--- src/txpdo_map.vh ---
// Constants for the transmit process data object scheduler.
// Assumes a 100 MHz system clock and one object dictionary port.
`ifndef TXPDO_MAP_VH
`define TXPDO_MAP_VH

// ============================================================
// Object dictionary indices and sub-indices
`define COMM_INDEX 16'h1800
`define MAP_INDEX 16'h1A00
`define INDEX_CH_MASK 16'hFFFC
`define SUB_HIGHEST 8'h00
`define SUB_COB 8'h01
`define SUB_TTYPE 8'h02
`define SUB_INHIBIT 8'h03
`define SUB_COMPAT 8'h04
`define SUB_EVENT 8'h05
`define SUB_MAP_LAST 8'h08

// ============================================================
// Reset values
`define COMM_HIGHEST_RESET 8'h05
`define MAP_COUNT_RESET 8'h02
`define TTYPE_RESET 8'hFF
`define COB_BASE_CH1 11'h180
`define COB_BASE_CH2 11'h280
`define COB_BASE_CH3 11'h380
`define MAP_CH1_E1_RESET 32'h6041_0010
`define MAP_CH1_E2_RESET 32'h6044_0010

// ============================================================
// Identifier fields
`define COB_VALID_BIT 31
`define COB_FRAME_BIT 29
`define COB_KEEP_MASK 32'h8000_07FF

// ============================================================
// Transmission types
`define TT_SYNC_CHANGE 8'h00
`define TT_SYNC_MAX 8'hF0
`define TT_RESERVED_MAX 8'hFB
`define TT_SYNC_RTR 8'hFC
`define TT_ASYNC_RTR 8'hFD
`define TT_EVENT_MFR 8'hFE

// ============================================================
// Timing and sizes
`define CLK_PERIOD_NS 10
`define MS_TIME_NS 1000000
`define INHIBIT_UNIT_US 100
`define INHIBIT_PER_MS (1000 / `INHIBIT_UNIT_US)
`define MAX_ENTRIES 8
`define MAX_PAYLOAD_BITS 12'h040

`endif

--- src/txpdo_channel.v ---
// One transmit channel: decides when to sample data and request a frame.
// Assumes a one-cycle millisecond tick and same-clock sync and request pulses.
`timescale 1ns/1ps
`include "txpdo_map.vh"

module txpdo_channel (
	// Clock and reset
	input wire ref_clk,
	input wire rst,
	// Timing and bus events
	input wire ms_tick,
	input wire sync_pulse,
	input wire rtr_hit,
	// Configuration
	input wire chan_enable,
	input wire [7:0] ttype,
	input wire [15:0] inhibit,
	input wire [15:0] event_time,
	// Data and hand-off
	input wire [63:0] app_data,
	input wire [63:0] data_mask,
	input wire grant,
	output wire send_req,
	output wire [63:0] frame_data
);

// ============================================================
// Decoding
reg pend_ff;
reg latched_ff;
reg [15:0] inh_cnt_ff;
reg [15:0] ev_cnt_ff;
reg [7:0] sync_cnt_ff;
reg [63:0] data_ff;
reg [63:0] last_ff;

// Millisecond resolution: the last decimal digit is dropped, so values below 10 give 0
wire [31:0] inhibit_div = inhibit / `INHIBIT_PER_MS;
wire [15:0] inhibit_ms = inhibit_div[15:0]; // [RULE_13] [RULE_14] [RULE_15]
wire [63:0] sample = app_data & data_mask;
wire changed = (sample != last_ff);
wire is_cyclic = (ttype != `TT_SYNC_CHANGE) && (ttype <= `TT_SYNC_MAX);
wire is_async = (ttype >= `TT_EVENT_MFR); // [RULE_11]
wire inh_clear = (inh_cnt_ff == 16'h0000);
// Event timer only expires with a nonzero inhibit value
wire ev_expire = is_async && ms_tick && (event_time != 16'h0000) && (inhibit != 16'h0000) &&
	(ev_cnt_ff <= 16'h0001); // [RULE_16] [RULE_17] [RULE_18]

// Asynchronous channels wait out the inhibit spacing before asking
assign send_req = pend_ff && chan_enable && (!is_async || inh_clear); // [RULE_12]
assign frame_data = data_ff;

// ============================================================
// Scheduling state
always @(posedge ref_clk) begin
	if (rst || !chan_enable) begin
		pend_ff <= 1'b0; // [RULE_02]
		latched_ff <= 1'b0;
		inh_cnt_ff <= 16'h0000;
		ev_cnt_ff <= 16'h0000;
		sync_cnt_ff <= 8'h00;
		data_ff <= 64'h0000_0000_0000_0000;
		last_ff <= 64'h0000_0000_0000_0000;
	end else begin
		// Timers restart at each accepted frame
		if (grant) begin
			pend_ff <= 1'b0;
			last_ff <= data_ff;
			inh_cnt_ff <= inhibit_ms; // [RULE_12]
			ev_cnt_ff <= event_time;
		end else if (ms_tick) begin
			if (!inh_clear)
				inh_cnt_ff <= inh_cnt_ff - 16'h0001;
			if (ev_cnt_ff <= 16'h0001)
				ev_cnt_ff <= event_time;
			else
				ev_cnt_ff <= ev_cnt_ff - 16'h0001;
		end
		// Triggers come after the grant so a new event is never lost
		if (ttype == `TT_SYNC_CHANGE) begin
			if (sync_pulse && changed) begin
				data_ff <= sample; // [RULE_07]
				pend_ff <= 1'b1;
			end
		end else if (is_cyclic) begin
			if (sync_pulse) begin
				if (sync_cnt_ff >= ttype - 8'h01) begin
					sync_cnt_ff <= 8'h00; // [RULE_25]
					data_ff <= sample; // [RULE_08]
					pend_ff <= 1'b1;
				end else begin
					sync_cnt_ff <= sync_cnt_ff + 8'h01;
				end
			end
		end else if (ttype == `TT_SYNC_RTR) begin
			if (sync_pulse) begin
				data_ff <= sample; // [RULE_09]
				latched_ff <= 1'b1;
			end
			if (rtr_hit && latched_ff)
				pend_ff <= 1'b1;
		end else if (ttype == `TT_ASYNC_RTR) begin
			if (rtr_hit) begin
				data_ff <= sample; // [RULE_10]
				pend_ff <= 1'b1;
			end
		end else if (is_async) begin
			// Latest value is tracked so the frame carries data current at send time
			data_ff <= sample;
			// Data already being taken is not a new change, or it would be sent twice
			if ((changed && !grant) || ev_expire)
				pend_ff <= 1'b1; // [RULE_11] [RULE_16]
		end
	end
end

endmodule // txpdo_channel

--- src/txpdo_transmit_scheduler.v ---
// Transmit process data object scheduler with its object dictionary records.
// Assumes sync and remote request pulses from a CAN controller on the same clock,
// and a frame sink that accepts a frame with tx_valid and tx_ready.
`timescale 1ns/1ps
`include "txpdo_map.vh"

// Behaviour
// [RULE_01] Identifier defaults are 0x180, 0x280, 0x380 plus node identifier per channel.
// [RULE_02] Identifier bit 31 clear enables a channel; set disables all sending.
// [RULE_03] Identifier bit 29 must be zero; extended format writes are refused.
// [RULE_04] Identifier bits 10..0 form the transmitted frame identifier.
// [RULE_05] After reset channel one is valid, channels two and three not.
// [RULE_06] Transmission type resets to 255 and stays writable.
// [RULE_07] Type 0 samples on sync and sends only changed data.
// [RULE_08] Types 1..240 send every nth sync; 241..251 are rejected.
// [RULE_09] Type 252 latches on sync, sends on a following remote request.
// [RULE_10] Type 253 samples and sends on a remote request.
// [RULE_11] Types 254 and 255 both send on data change or event timer.
// [RULE_12] Asynchronous sends keep inhibit spacing; changes wait for it to end.
// [RULE_13] Inhibit value is 16 bits in 100 us units.
// [RULE_14] Inhibit applies at millisecond resolution, truncating the last digit.
// [RULE_15] Inhibit values below 10 mean no spacing.
// [RULE_16] Unchanged data is resent each time the event time elapses.
// [RULE_17] Event time is 16 bits in milliseconds.
// [RULE_18] With zero inhibit only data changes cause a send.
// [RULE_19] Any access to communication sub-index 4 answers with an abort.
// [RULE_20] Master invalidates a channel before writing its transmission type.
// [RULE_21] Mapping count defaults to 2, with eight writable 32-bit entries.
// [RULE_22] Mapped objects total at most eight payload bytes.
// [RULE_23] Master remaps via invalidate, count zero, entries, count, validate.
// [RULE_24] Entry holds index 31..16, sub-index 15..8, bit length 7..0.
// [RULE_25] Cyclic types keep a sync counter reloading after the programmed count.
module txpdo_transmit_scheduler #(
	parameter MS_CYCLES = `MS_TIME_NS / `CLK_PERIOD_NS
) (
	// Clock and reset
	input wire ref_clk,
	input wire rst,
	// Node identity
	input wire [6:0] node_id,
	// Object dictionary access
	input wire od_req,
	input wire od_wr,
	input wire [15:0] od_index,
	input wire [7:0] od_subindex,
	input wire [31:0] od_wdata,
	output reg od_ack,
	output reg od_abort,
	output reg [31:0] od_rdata,
	// Bus events from the controller
	input wire sync_pulse,
	input wire rtr_valid,
	input wire [10:0] rtr_id,
	// Application data per channel
	input wire [63:0] app_data0,
	input wire [63:0] app_data1,
	input wire [63:0] app_data2,
	// Frame output
	output reg tx_valid,
	input wire tx_ready,
	output reg [10:0] tx_id,
	output reg [3:0] tx_dlc,
	output reg [63:0] tx_data
);

// ============================================================
// Storage
reg [31:0] cob_ff [0:2];
reg [7:0] ttype_ff [0:2];
reg [15:0] inhibit_ff [0:2];
reg [15:0] event_ff [0:2];
reg [7:0] count_ff [0:2];
reg [31:0] map_ff [0:23];
reg [16:0] tick_cnt_ff;
reg ms_tick_ff;
reg nxt_abort;
reg [31:0] nxt_rdata;
reg [2:0] grant_vec;
integer i;
integer j;

wire [191:0] app_bus = {app_data2, app_data1, app_data0};
wire [2:0] send_req;
wire [191:0] frame_bus;
wire [35:0] dlc_bus;
wire [32:0] id_bus;

// Sum of bit lengths of the first n entries of a mapping record
function [11:0] mapped_bits;
	input [1:0] ch;
	input [7:0] n;
	integer k;
	reg [11:0] acc;
	begin
		acc = 12'h000;
		for (k = 0; k < `MAX_ENTRIES; k = k + 1) begin
			if (k < n)
				acc = acc + {4'h0, map_ff[ch * `MAX_ENTRIES + k][7:0]}; // [RULE_24]
		end
		mapped_bits = acc;
	end
endfunction

// ============================================================
// Millisecond time base
// The counter covers the full default count; a short MS_CYCLES only suits simulation
always @(posedge ref_clk) begin
	if (rst) begin
		tick_cnt_ff <= 17'h0_0000;
		ms_tick_ff <= 1'b0;
	end else if (tick_cnt_ff == MS_CYCLES - 1) begin
		tick_cnt_ff <= 17'h0_0000;
		ms_tick_ff <= 1'b1;
	end else begin
		tick_cnt_ff <= tick_cnt_ff + 17'h0_0001;
		ms_tick_ff <= 1'b0;
	end
end

// ============================================================
// Object dictionary decode
// A fourth record index is not populated and falls through to an abort
wire comm_hit = ((od_index & `INDEX_CH_MASK) == `COMM_INDEX) && (od_index[1:0] != 2'b11);
wire map_hit = ((od_index & `INDEX_CH_MASK) == `MAP_INDEX) && (od_index[1:0] != 2'b11);
wire [1:0] od_ch = od_index[1:0];
// Slot is channel times eight plus sub-index minus one; sub-index 8 needs its bit 3
wire [4:0] map_slot = {od_ch, 3'b000} + {1'b0, od_subindex[3:0]} - 5'h01;
wire sub_is_entry = (od_subindex != 8'h00) && (od_subindex <= `SUB_MAP_LAST);
wire [7:0] wr_ttype = od_wdata[7:0];
wire ttype_reserved = (wr_ttype > `TT_SYNC_MAX) && (wr_ttype <= `TT_RESERVED_MAX);

// Answer and abort decision for the current access
always @* begin
	nxt_abort = 1'b0;
	nxt_rdata = 32'h0000_0000;
	if (comm_hit) begin
		case (od_subindex)
			`SUB_HIGHEST: begin
				nxt_rdata = {24'h00_0000, `COMM_HIGHEST_RESET};
				nxt_abort = od_wr; // Read-only
			end
			`SUB_COB: begin
				nxt_rdata = cob_ff[od_ch];
				nxt_abort = od_wr && od_wdata[`COB_FRAME_BIT]; // [RULE_03]
			end
			`SUB_TTYPE: begin
				nxt_rdata = {24'h00_0000, ttype_ff[od_ch]};
				// Type changes only on an invalidated channel, never to a reserved value
				nxt_abort = od_wr && (ttype_reserved || !cob_ff[od_ch][`COB_VALID_BIT]); // [RULE_08] [RULE_20]
			end
			`SUB_INHIBIT: begin
				nxt_rdata = {16'h0000, inhibit_ff[od_ch]};
			end
			`SUB_EVENT: begin
				nxt_rdata = {16'h0000, event_ff[od_ch]};
			end
			default: begin
				nxt_abort = 1'b1; // [RULE_19]
			end
		endcase
	end else if (map_hit) begin
		if (od_subindex == 8'h00) begin
			nxt_rdata = {24'h00_0000, count_ff[od_ch]};
			// Count above eight or a payload over eight bytes is refused
			nxt_abort = od_wr && ((od_wdata[7:0] > `MAX_ENTRIES) ||
				(mapped_bits(od_ch, od_wdata[7:0]) > `MAX_PAYLOAD_BITS)); // [RULE_22]
		end else if (sub_is_entry) begin
			nxt_rdata = map_ff[map_slot];
			// Entries change only while the mapping is deactivated
			nxt_abort = od_wr && (count_ff[od_ch] != 8'h00); // [RULE_23]
		end else begin
			nxt_abort = 1'b1;
		end
	end else begin
		nxt_abort = 1'b1; // Unmapped object
	end
end

wire wr_ok = od_req && od_wr && !nxt_abort;

// ============================================================
// Communication and mapping records
// A refused write leaves every record untouched, so the master may simply retry
always @(posedge ref_clk) begin
	if (rst) begin
		// Node identifier is taken while reset is held
		cob_ff[0] <= {21'h00_0000, `COB_BASE_CH1 + {4'h0, node_id}}; // [RULE_01] [RULE_05]
		cob_ff[1] <= {1'b1, 20'h0_0000, `COB_BASE_CH2 + {4'h0, node_id}}; // [RULE_01] [RULE_05]
		cob_ff[2] <= {1'b1, 20'h0_0000, `COB_BASE_CH3 + {4'h0, node_id}}; // [RULE_01] [RULE_05]
		for (i = 0; i < 3; i = i + 1) begin
			ttype_ff[i] <= `TTYPE_RESET; // [RULE_06]
			inhibit_ff[i] <= 16'h0000;
			event_ff[i] <= 16'h0000;
			count_ff[i] <= `MAP_COUNT_RESET; // [RULE_21]
		end
		for (i = 0; i < 24; i = i + 1)
			map_ff[i] <= 32'h0000_0000;
		map_ff[0] <= `MAP_CH1_E1_RESET;
		map_ff[1] <= `MAP_CH1_E2_RESET;
	end else if (wr_ok && comm_hit) begin
		case (od_subindex)
			`SUB_COB: cob_ff[od_ch] <= od_wdata & `COB_KEEP_MASK; // [RULE_02] [RULE_04]
			`SUB_TTYPE: ttype_ff[od_ch] <= wr_ttype; // [RULE_06]
			`SUB_INHIBIT: inhibit_ff[od_ch] <= od_wdata[15:0]; // [RULE_13]
			`SUB_EVENT: event_ff[od_ch] <= od_wdata[15:0]; // [RULE_17]
			default: ;
		endcase
	end else if (wr_ok && map_hit) begin
		if (od_subindex == 8'h00)
			count_ff[od_ch] <= od_wdata[7:0]; // [RULE_21]
		else
			map_ff[map_slot] <= od_wdata; // [RULE_21] [RULE_24]
	end
end

// One-cycle answer to every access
// Read data is zero on writes and refusals so stale record values never leak out
always @(posedge ref_clk) begin
	if (rst) begin
		od_ack <= 1'b0;
		od_abort <= 1'b0;
		od_rdata <= 32'h0000_0000;
	end else begin
		od_ack <= od_req;
		od_abort <= od_req && nxt_abort; // [RULE_19]
		od_rdata <= (od_req && !nxt_abort && !od_wr) ? nxt_rdata : 32'h0000_0000;
	end
end

// ============================================================
// Channel engines
genvar g;
generate
	for (g = 0; g < 3; g = g + 1) begin : chan
		localparam [1:0] CH_NUM = g;
		// The mask trims each payload to its mapped length, so unmapped bits stay zero
		wire [11:0] bits = mapped_bits(CH_NUM, count_ff[g]);
		// Length code rounds the mapped bits up to whole bytes
		wire [63:0] mask = (bits >= `MAX_PAYLOAD_BITS) ? {64{1'b1}} :
			((64'h0000_0000_0000_0001 << bits[5:0]) - 64'h0000_0000_0000_0001);
		wire [11:0] bytes = (bits + 12'h007) >> 3;
		wire enable = !cob_ff[g][`COB_VALID_BIT]; // [RULE_02]
		wire hit = rtr_valid && enable && (rtr_id == cob_ff[g][10:0]);

		assign dlc_bus[g * 12 +: 12] = bytes;
		assign id_bus[g * 11 +: 11] = cob_ff[g][10:0]; // [RULE_04]

		txpdo_channel u_chan (
			.ref_clk(ref_clk),
			.rst(rst),
			.ms_tick(ms_tick_ff),
			.sync_pulse(sync_pulse),
			.rtr_hit(hit),
			.chan_enable(enable),
			.ttype(ttype_ff[g]),
			.inhibit(inhibit_ff[g]),
			.event_time(event_ff[g]),
			.app_data(app_bus[g * 64 +: 64]),
			.data_mask(mask),
			.grant(grant_vec[g]),
			.send_req(send_req[g]),
			.frame_data(frame_bus[g * 64 +: 64])
		);
	end
endgenerate

// ============================================================
// Frame hand-off
// Fixed priority: channel one first, as its identifier also wins arbitration
// A new frame loads in the same cycle as the old one is taken, so no slot is lost
wire load = (!tx_valid || tx_ready) && (send_req != 3'b000);

// Only one channel is granted per load; the others keep their pending flags
always @* begin
	grant_vec = 3'b000;
	if (load) begin
		if (send_req[0])
			grant_vec = 3'b001;
		else if (send_req[1])
			grant_vec = 3'b010;
		else
			grant_vec = 3'b100;
	end
end

// Output frame register holds until the sink takes it
// The loop selects the single granted channel; at most one grant bit is set
always @(posedge ref_clk) begin
	if (rst) begin
		tx_valid <= 1'b0;
		tx_id <= 11'h000;
		tx_dlc <= 4'h0;
		tx_data <= 64'h0000_0000_0000_0000;
	end else if (load) begin
		tx_valid <= 1'b1;
		for (j = 0; j < 3; j = j + 1) begin
			if (grant_vec[j]) begin
				tx_id <= id_bus[j * 11 +: 11]; // [RULE_04]
				tx_dlc <= dlc_bus[j * 12 +: 4];
				tx_data <= frame_bus[j * 64 +: 64];
			end
		end
	end else if (tx_ready) begin
		tx_valid <= 1'b0;
	end
end

endmodule // txpdo_transmit_scheduler

--- config.mk ---
export PLATFORM = sky130hd
export DESIGN_NAME = txpdo_transmit_scheduler
export DESIGN_NICKNAME = d
export VERILOG_FILES = /design/src/txpdo_channel.v /design/src/txpdo_transmit_scheduler.v
export VERILOG_INCLUDE_DIRS = /design/src
export SDC_FILE = /design/constraint.sdc
export NUM_CORES = 2
export LEC_CHECK = 0
export ABC_CLOCK_PERIOD_IN_PS = 25200
export BUFFER_PORTS_ARGS = -buffer_cell sky130_fd_sc_hd__buf_2
export CAP_MARGIN = 20
export CORE_UTILIZATION = 56
export CTS_CLUSTER_SIZE = 12
export DETAILED_ROUTE_END_ITERATION = 8
export HOLD_SLACK_MARGIN = 0.12
export PLACE_DENSITY = 0.84
export SLEW_MARGIN = 20
export SYNTH_ARGS = -nofsm -noshare
export SYNTH_HDL_FRONTEND = slang
export SYNTH_SLANG_ARGS = --single-unit
--- constraint.sdc ---
create_clock -name ref_clk -period 25.2 [get_ports ref_clk]
set_input_delay 3.78 -clock ref_clk [delete_from_list [all_inputs] [get_ports ref_clk]]
set_output_delay 3.78 -clock ref_clk [all_outputs]
set_load 0.02 [all_outputs]
# --- Yosys cells after proc, flatten, opt, wreduce, memory -nomap -nowiden ---
# Memories as Yosys holds them, arrays and structs flattened.
# Index checks and enable logic that the tools add are counted.
word_totals:
  register_bits: 642
  ramBits: 948
  input_bits: 273
  output_inout_bits: 114
  word_cells: 548
  n_memories: 6
memory_table:
  columns: ["name", "depth", "width", "rd", "rd_clocked_by_memory_dff", "wr", "line", "source"]
  rows:
  - ["map_ff", 24, 32, 33, 0, 24, "txpdo_transmit_scheduler.v:73", "reg [31:0] map_ff [0:23];"]
  - ["event_ff", 3, 16, 4, 0, 3, "txpdo_transmit_scheduler.v:71", "reg [15:0] event_ff [0:2];"]
  - ["inhibit_ff", 3, 16, 4, 0, 3, "txpdo_transmit_scheduler.v:70", "reg [15:0] inhibit_ff [0:2];"]
  - ["cob_ff", 3, 12, 4, 0, 3, "txpdo_transmit_scheduler.v:68", "reg [31:0] cob_ff [0:2];"]
  - ["count_ff", 3, 8, 4, 0, 3, "txpdo_transmit_scheduler.v:72", "reg [7:0] count_ff [0:2];"]
  - ["ttype_ff", 3, 8, 4, 0, 3, "txpdo_transmit_scheduler.v:69", "reg [7:0] ttype_ff [0:2];"]
op_classes:
  n_addsub: 59
  n_div: 3
  order_cmp: 52
  n_eq_ne: 38
  shifts: 3
  mux: 219
  bitwise_logic: 12
  reduce_logical: 126
op_table:
  columns: ["cell", "count"]
  rows:
  - ["$mux W64", 36]
  - ["$mux W12", 53]
  - ["$add A12 B8 Y12", 28]
  - ["$mux W16", 20]
  - ["$mux W32", 7]
  - ["$and A64 B64 Y64", 3]
  - ["$ne A64 B64 Y1", 3]
  - ["$shl A1 B6 Y64 const A", 3]
  - ["$sub A64 B1 Y64 const B", 3]
  - ["$pmux W32 S5", 1]
  - ["$lt A3 B8 Y1 const A", 16]
  - ["$div A16 B4 Y32 const B", 3]
  - ["$reduce_bool A16 Y1", 6]
  - ["$sub A16 B1 Y16 const B", 6]
  - ["$mux W1", 77]
  - ["$mux W8", 9]
  - ["$lt A1 B8 Y1 const A", 8]
  - ["$lt A2 B8 Y1 const A", 8]
  - ["$logic_and A1 B1 Y1", 52]
  - ["$eq A8 B8 Y1 const B", 6]
  - ["$le A16 B1 Y1 const B", 3]
  - ["$logic_not A16 Y1", 3]
  - ["$reduce_bool A8 Y1", 5]
  - ["$ge A12 B7 Y1 const B", 3]
  - ["51 further kinds", 150]

# --- Depth between registers and ports, before layout ---
depth:
  depth_word: 55
  ltp_mapped: 69
  depth_no_buf: 64

# --- Hierarchy ---
# From an unflattened synthesis, not the netlist that was laid out.
hier_totals:
  cells_unflattened: 12585
  area_unflattened_um2: 119594.7
by_module_without_submodules:
  columns: ["mod", "n_inst", "cells_per_inst", "area_per_inst_um2", "seq_area_each_um2"]
  rows:
  - ["txpdo_transmit_scheduler", 1, 7665, 82843.2, 40598.9]
  - ["txpdo_channel", 3, 1640, 12250.5, 3403.3]

# --- Worst setup path after synthesis ---
# No wires, ideal clock.
synth_path:
  kind: "input -> register"
  start: "input port od_index[1]"
  end: "memory map_ff[24][0] (enable)"
  setup_time_ps: 421
  arrival_ps: 16172
  required_time_ps: 24779
  slack_ps: 8606
  path_stages: 42
  n_path_buf: 9
  cell_sequence: "buf_1 > buf_1 > clkbuf_1 > clkbuf_1 > buf_1 > buf_1 > mux4_2 > ha_1 > inv_1 > fa_1 > o21ai_0 > fa_1 > mux2_2 > fa_1 > mux2_2 > fa_1 > mux2_2 > fa_1 > [6 not listed] > nor2b_1 > o21a_1 > o21ai_0 > nand2b_1 > a21oi_1 > nor2b_1 > o211ai_1 > xnor2_1 > nand4b_1 > o211ai_1 > a32o_1 > and3_1 > and3_1 > clkbuf_1 > nand2_1 > clkbuf_1 > clkbuf_1 > nor2_1"
synth_lines:
  columns: ["item", "line", "source"]
  rows:
  - ["start: declaration", "txpdo_transmit_scheduler.v:44", "input wire [15:0] od_index,"]
  - ["end: declaration", "txpdo_transmit_scheduler.v:73", null]

==> flow_summary.toml <==
[outcome]
status = "completed"

[place]
place.gp.congestion = 1.02
post-place-ws_ps = 7910
portBuffers = 386
hpwl_mm = 302

[synthesis]
synth.mux.area_fraction_pct = 10.2
synthAdderAreaFrac_pct = 3.77
synthCells = 11300
synth_edf_count = 1264
synthFlopType = "edfxtp_1"
syn_area_um2 = 114000
async_flop_share_pct = 0
syn_avg_cell_area_um2 = 10.1
ys_seq_area_share_pct = 44.7
synth_compound_gate_area_share_pct = 13.7
ys_ff_latch = 1906
synthSimpleGateAreaFrac_pct = 19.0
synth_top_family_by_area = "simple AND/OR/NAND/NOR gates"
yosysWarnings = 0
yosysUniqueCellTypes = 146
synth-xor-area-share_pct = 4.64

[pwr]
vdd_drop_max_v = 0.000116
clock_power_share_pct = 25.5
combPwrFrac_pct = 44.7
power.leakage_uw = 0.0454
internal_power_uw = 6760
p_switching_uw = 4810
seq_power_share_pct = 29.8
power.share.switching_pct = 41.6
p_per_area_nw_per_um2 = 93.0

[sta]
final.min_clock_period_ps = 16850
rsz0062_at_grt = "false"
fin_crit_sh_pct = 66.8
setup_violations = 0
fmax_ghz = 0.0594
worstMarginPinSlew_ps = 1360
fin_setup_tns_ps = 0
hold_viol = 0
slew_headroom_pct = 9.35
skew_ps = 90.2
drv_slew = 0
worst_slack_ps = 8350

[final_layout]
syn2layout_area_growth_pct = 9.57
drive_above_1_share_pct = 13.8
nFillCells = 15700
nNetsFinal = 12000

[clock_network]
postCtsSetupBuffers = 0
ctsResizeCount = 0
cts_hold_buf = 0
root_buffer = "clkbuf_16"
cts_buffer_depth = 3
cts_sinks = 1906
numCtsBuffers = 196
cts_tree = "done"
htree_num_levels = 4
worstSkewPairLatency_ps = 910
cts.clk_slew.worst_paths_ps = 60

[critical_path]
ff2ff_setup_slack_ps = 8350
rr_endpoint = "chan[2].u_chan.frame_data[37]"
path_class = "flop to flop"
cp-start-kind = "flop"
crit_path_max_fanout = 50
arrival_ps = 17620
cp_common_cell = "inv_1"
cp.required_ps = 25980
timing.rr.start = "count_ff[2][6]"
endpoint_kind = "flop"
max_stage_delay_ps = 840
slowest_stage = "or4_1"
worst_r2r_path_depth = 57

[global_routing]
antenna_found_initial = 36
grt_pass1_vias = 90900
grt_start_max_net_pins = 113
grt_pass1_wl_mm = 608
track_usage_pct = 40.3
gr-total-overflow = 0

[min_path]
hold_class = "flop to flop"
hp-start = "chan[1].u_chan.pend_ff"
min_path_cells = 2
hold_path_end = "chan[1].u_chan.pend_ff"

[floorplanning]
dieWidth_um = 452
rows = 164
io_pins = 387
dieArea_um2 = 205000
die_h_um = 452
start_util_pct = 56.6
core-area_um2 = 201000

[flow_run]
maxCapViolations = 0

[drt]
first_pass_iters = 8
remaining_drc_errors = 0
wirelength_mm = 423
drt_iter0_drc = 14600
vias_per_cell = 6.77
wl_per_cell_um = 29.8
postRouteAntennaNets = 0
vias = 96100
## worst max path at each step
stage	start	to	slack (ps)	depth (start not counted)
2_1_floorplan	od_index[1]	map_ff[24][0]	8610	42
3_3_place_gp	od_wdata[7]	map_ff[14][25]	8050	42
3_5_place_dp	od_wdata[7]	map_ff[14][30]	7910	42
4_1_cts	count_ff[2][6]	chan[2].u_chan.frame_data[2]	8390	57
5_1_grt	count_ff[2][6]	chan[2].u_chan.frame_data[29]	7390	57
6_report	count_ff[2][6]	chan[2].u_chan.frame_data[37]	8350	57
## flip-flops by register name, summed over array words and instances (netlist names), 48 cells and up
signal,count
chan.u_chan.frame_data,192
chan.u_chan.ev_cnt_ff,48
tx_data,64
inhibit_ff,64
chan.u_chan.last_ff,192
map_ff,1024
event_ff,64
chan.u_chan.inh_cnt_ff,48
cob_ff,48
## power groups by stage
stage	Sequential [µW]	Combinational, µW	Clock [µW]
floorplan	3480	3510	0
global placement	3510	4940	0
detailed placement	3510	4960	0
CTS	3450	4990	2940
global route	3450	5530	3050
finish	3450	5170	2950
## final cells by class
class | instances | area [µm²] | share of cell area, %
Clock buffer | 285 | 5480 | 4.40
Antenna cell | 16 | 40.0 | 0.0322
Sequential cell | 1906 | 50800 | 40.8
Timing Repair Buffer | 582 | 3460 | 2.78
Tap cell | 2656 | 3320 | 2.67
Clock inverter | 54 | 887 | 0.713
Multi-Input combinational cell | 8299 | 59000 | 47.4
Inverter | 389 | 1460 | 1.17
## Yosys cell counts (all sizes together), types with 22 or more instances
cell type,number,area (µm²)
a2111oi,24,277
a211o,23,210
a211oi,89,718
a21boi,32,240
a21o,84,638
a21oi,766,3850
a221oi,42,374
a22oi,70,526
a311oi,62,556
a31oi,116,732
a41oi,44,385
and2,888,5560
and3,62,388
buf,119,613
clkbuf,632,2380
dfxtp,642,12900
edfxtp,1264,38000
fa,29,581
ha,285,3570
inv,385,1450
mux2,94,1060
mux2i,198,1980
mux4,380,8560
nand2,1079,4050
nand2b,201,1260
nand3,210,1060
nand3b,32,240
nand4,85,538
nor2,814,3070
nor2b,169,1060
nor3,298,1570
nor4,116,762
nor4b,22,220
o211ai,50,385
o21a,65,489
o21ai,519,2630
o21bai,72,541
o22ai,45,282
o31ai,69,528
or2,80,500
or3,78,493
xnor2,358,3140
xor2,238,2080
## worst max-delay path: cells and delay by family, from the launching register on
kind | cells | cell delay (ps)
mux | 2 | 490
compound gates | 13 | 3730
fa+ha+maj | 9 | 3780
simple gates | 21 | 6090
flops | 1 | 390
buf+inv | 10 | 1660
xor+xnor | 2 | 510
## cells by family after synthesis
| kind of cell | after synthesis |
|---|---|
| adders and majority gates | 327 |
| buffers and inverters | 1141 |
| xor gates and xnor gates | 598 |
| and+or+nand+nor | 4230 |
| muxes | 672 |
| DFF | 1906 |
| other | 1 |
| AOI/OAI and AO/OA | 2400 |
## metrics by stage
step | area (µm²) | total power, µW | hold slack (ps) | util [%] | std cells
2_1_floorplan | 114000 | 6990 | 430 | - | 11300
3_3_place_gp | 118000 | 8450 | 439 | 58.8 | 13800
3_5_place_dp | 118000 | 8470 | 450 | 58.8 | 13800
4_1_cts | 124000 | 11400 | 457 | 62.0 | 14200
5_1_grt | 124000 | 12000 | 464 | 62.0 | 14200
6_report | 124000 | 11600 | 458 | 62.0 | 14200
## metal layers
metal / track usage (%) / up-vias / share of wire [%]
met1: 50.6 / 46600 / 35
met5: 0 / - / 0.034
met4: 26.2 / 22 / 7.6
met2: 61.7 / 6843 / 44
met3: 10.2 / 1389 / 13
li1: - / 41200 / -
## cell usage in the layout, fill, tap and decap left out, types with 194 or more instances in the layout
master | Yosys | routed
buf_4 | 12 | 194
ha_1 | 285 | 284
dfxtp_1 | 642 | 642
nand2_1 | 1078 | 1076
buf_2 | 31 | 382
xnor2_1 | 357 | 355
nor3_1 | 285 | 283
mux2i_1 | 198 | 198
o21ai_0 | 488 | 487
inv_1 | 385 | 383
nor2_1 | 809 | 769
nand3_1 | 209 | 208
clkbuf_16 | 0 | 198
xor2_1 | 238 | 236
edfxtp_1 | 1264 | 1264
a21oi_1 | 763 | 759
mux4_2 | 380 | 380
and2_1 | 881 | 881
nand2b_1 | 200 | 199
No activity file was read; power rests on OpenSTA's default activity.
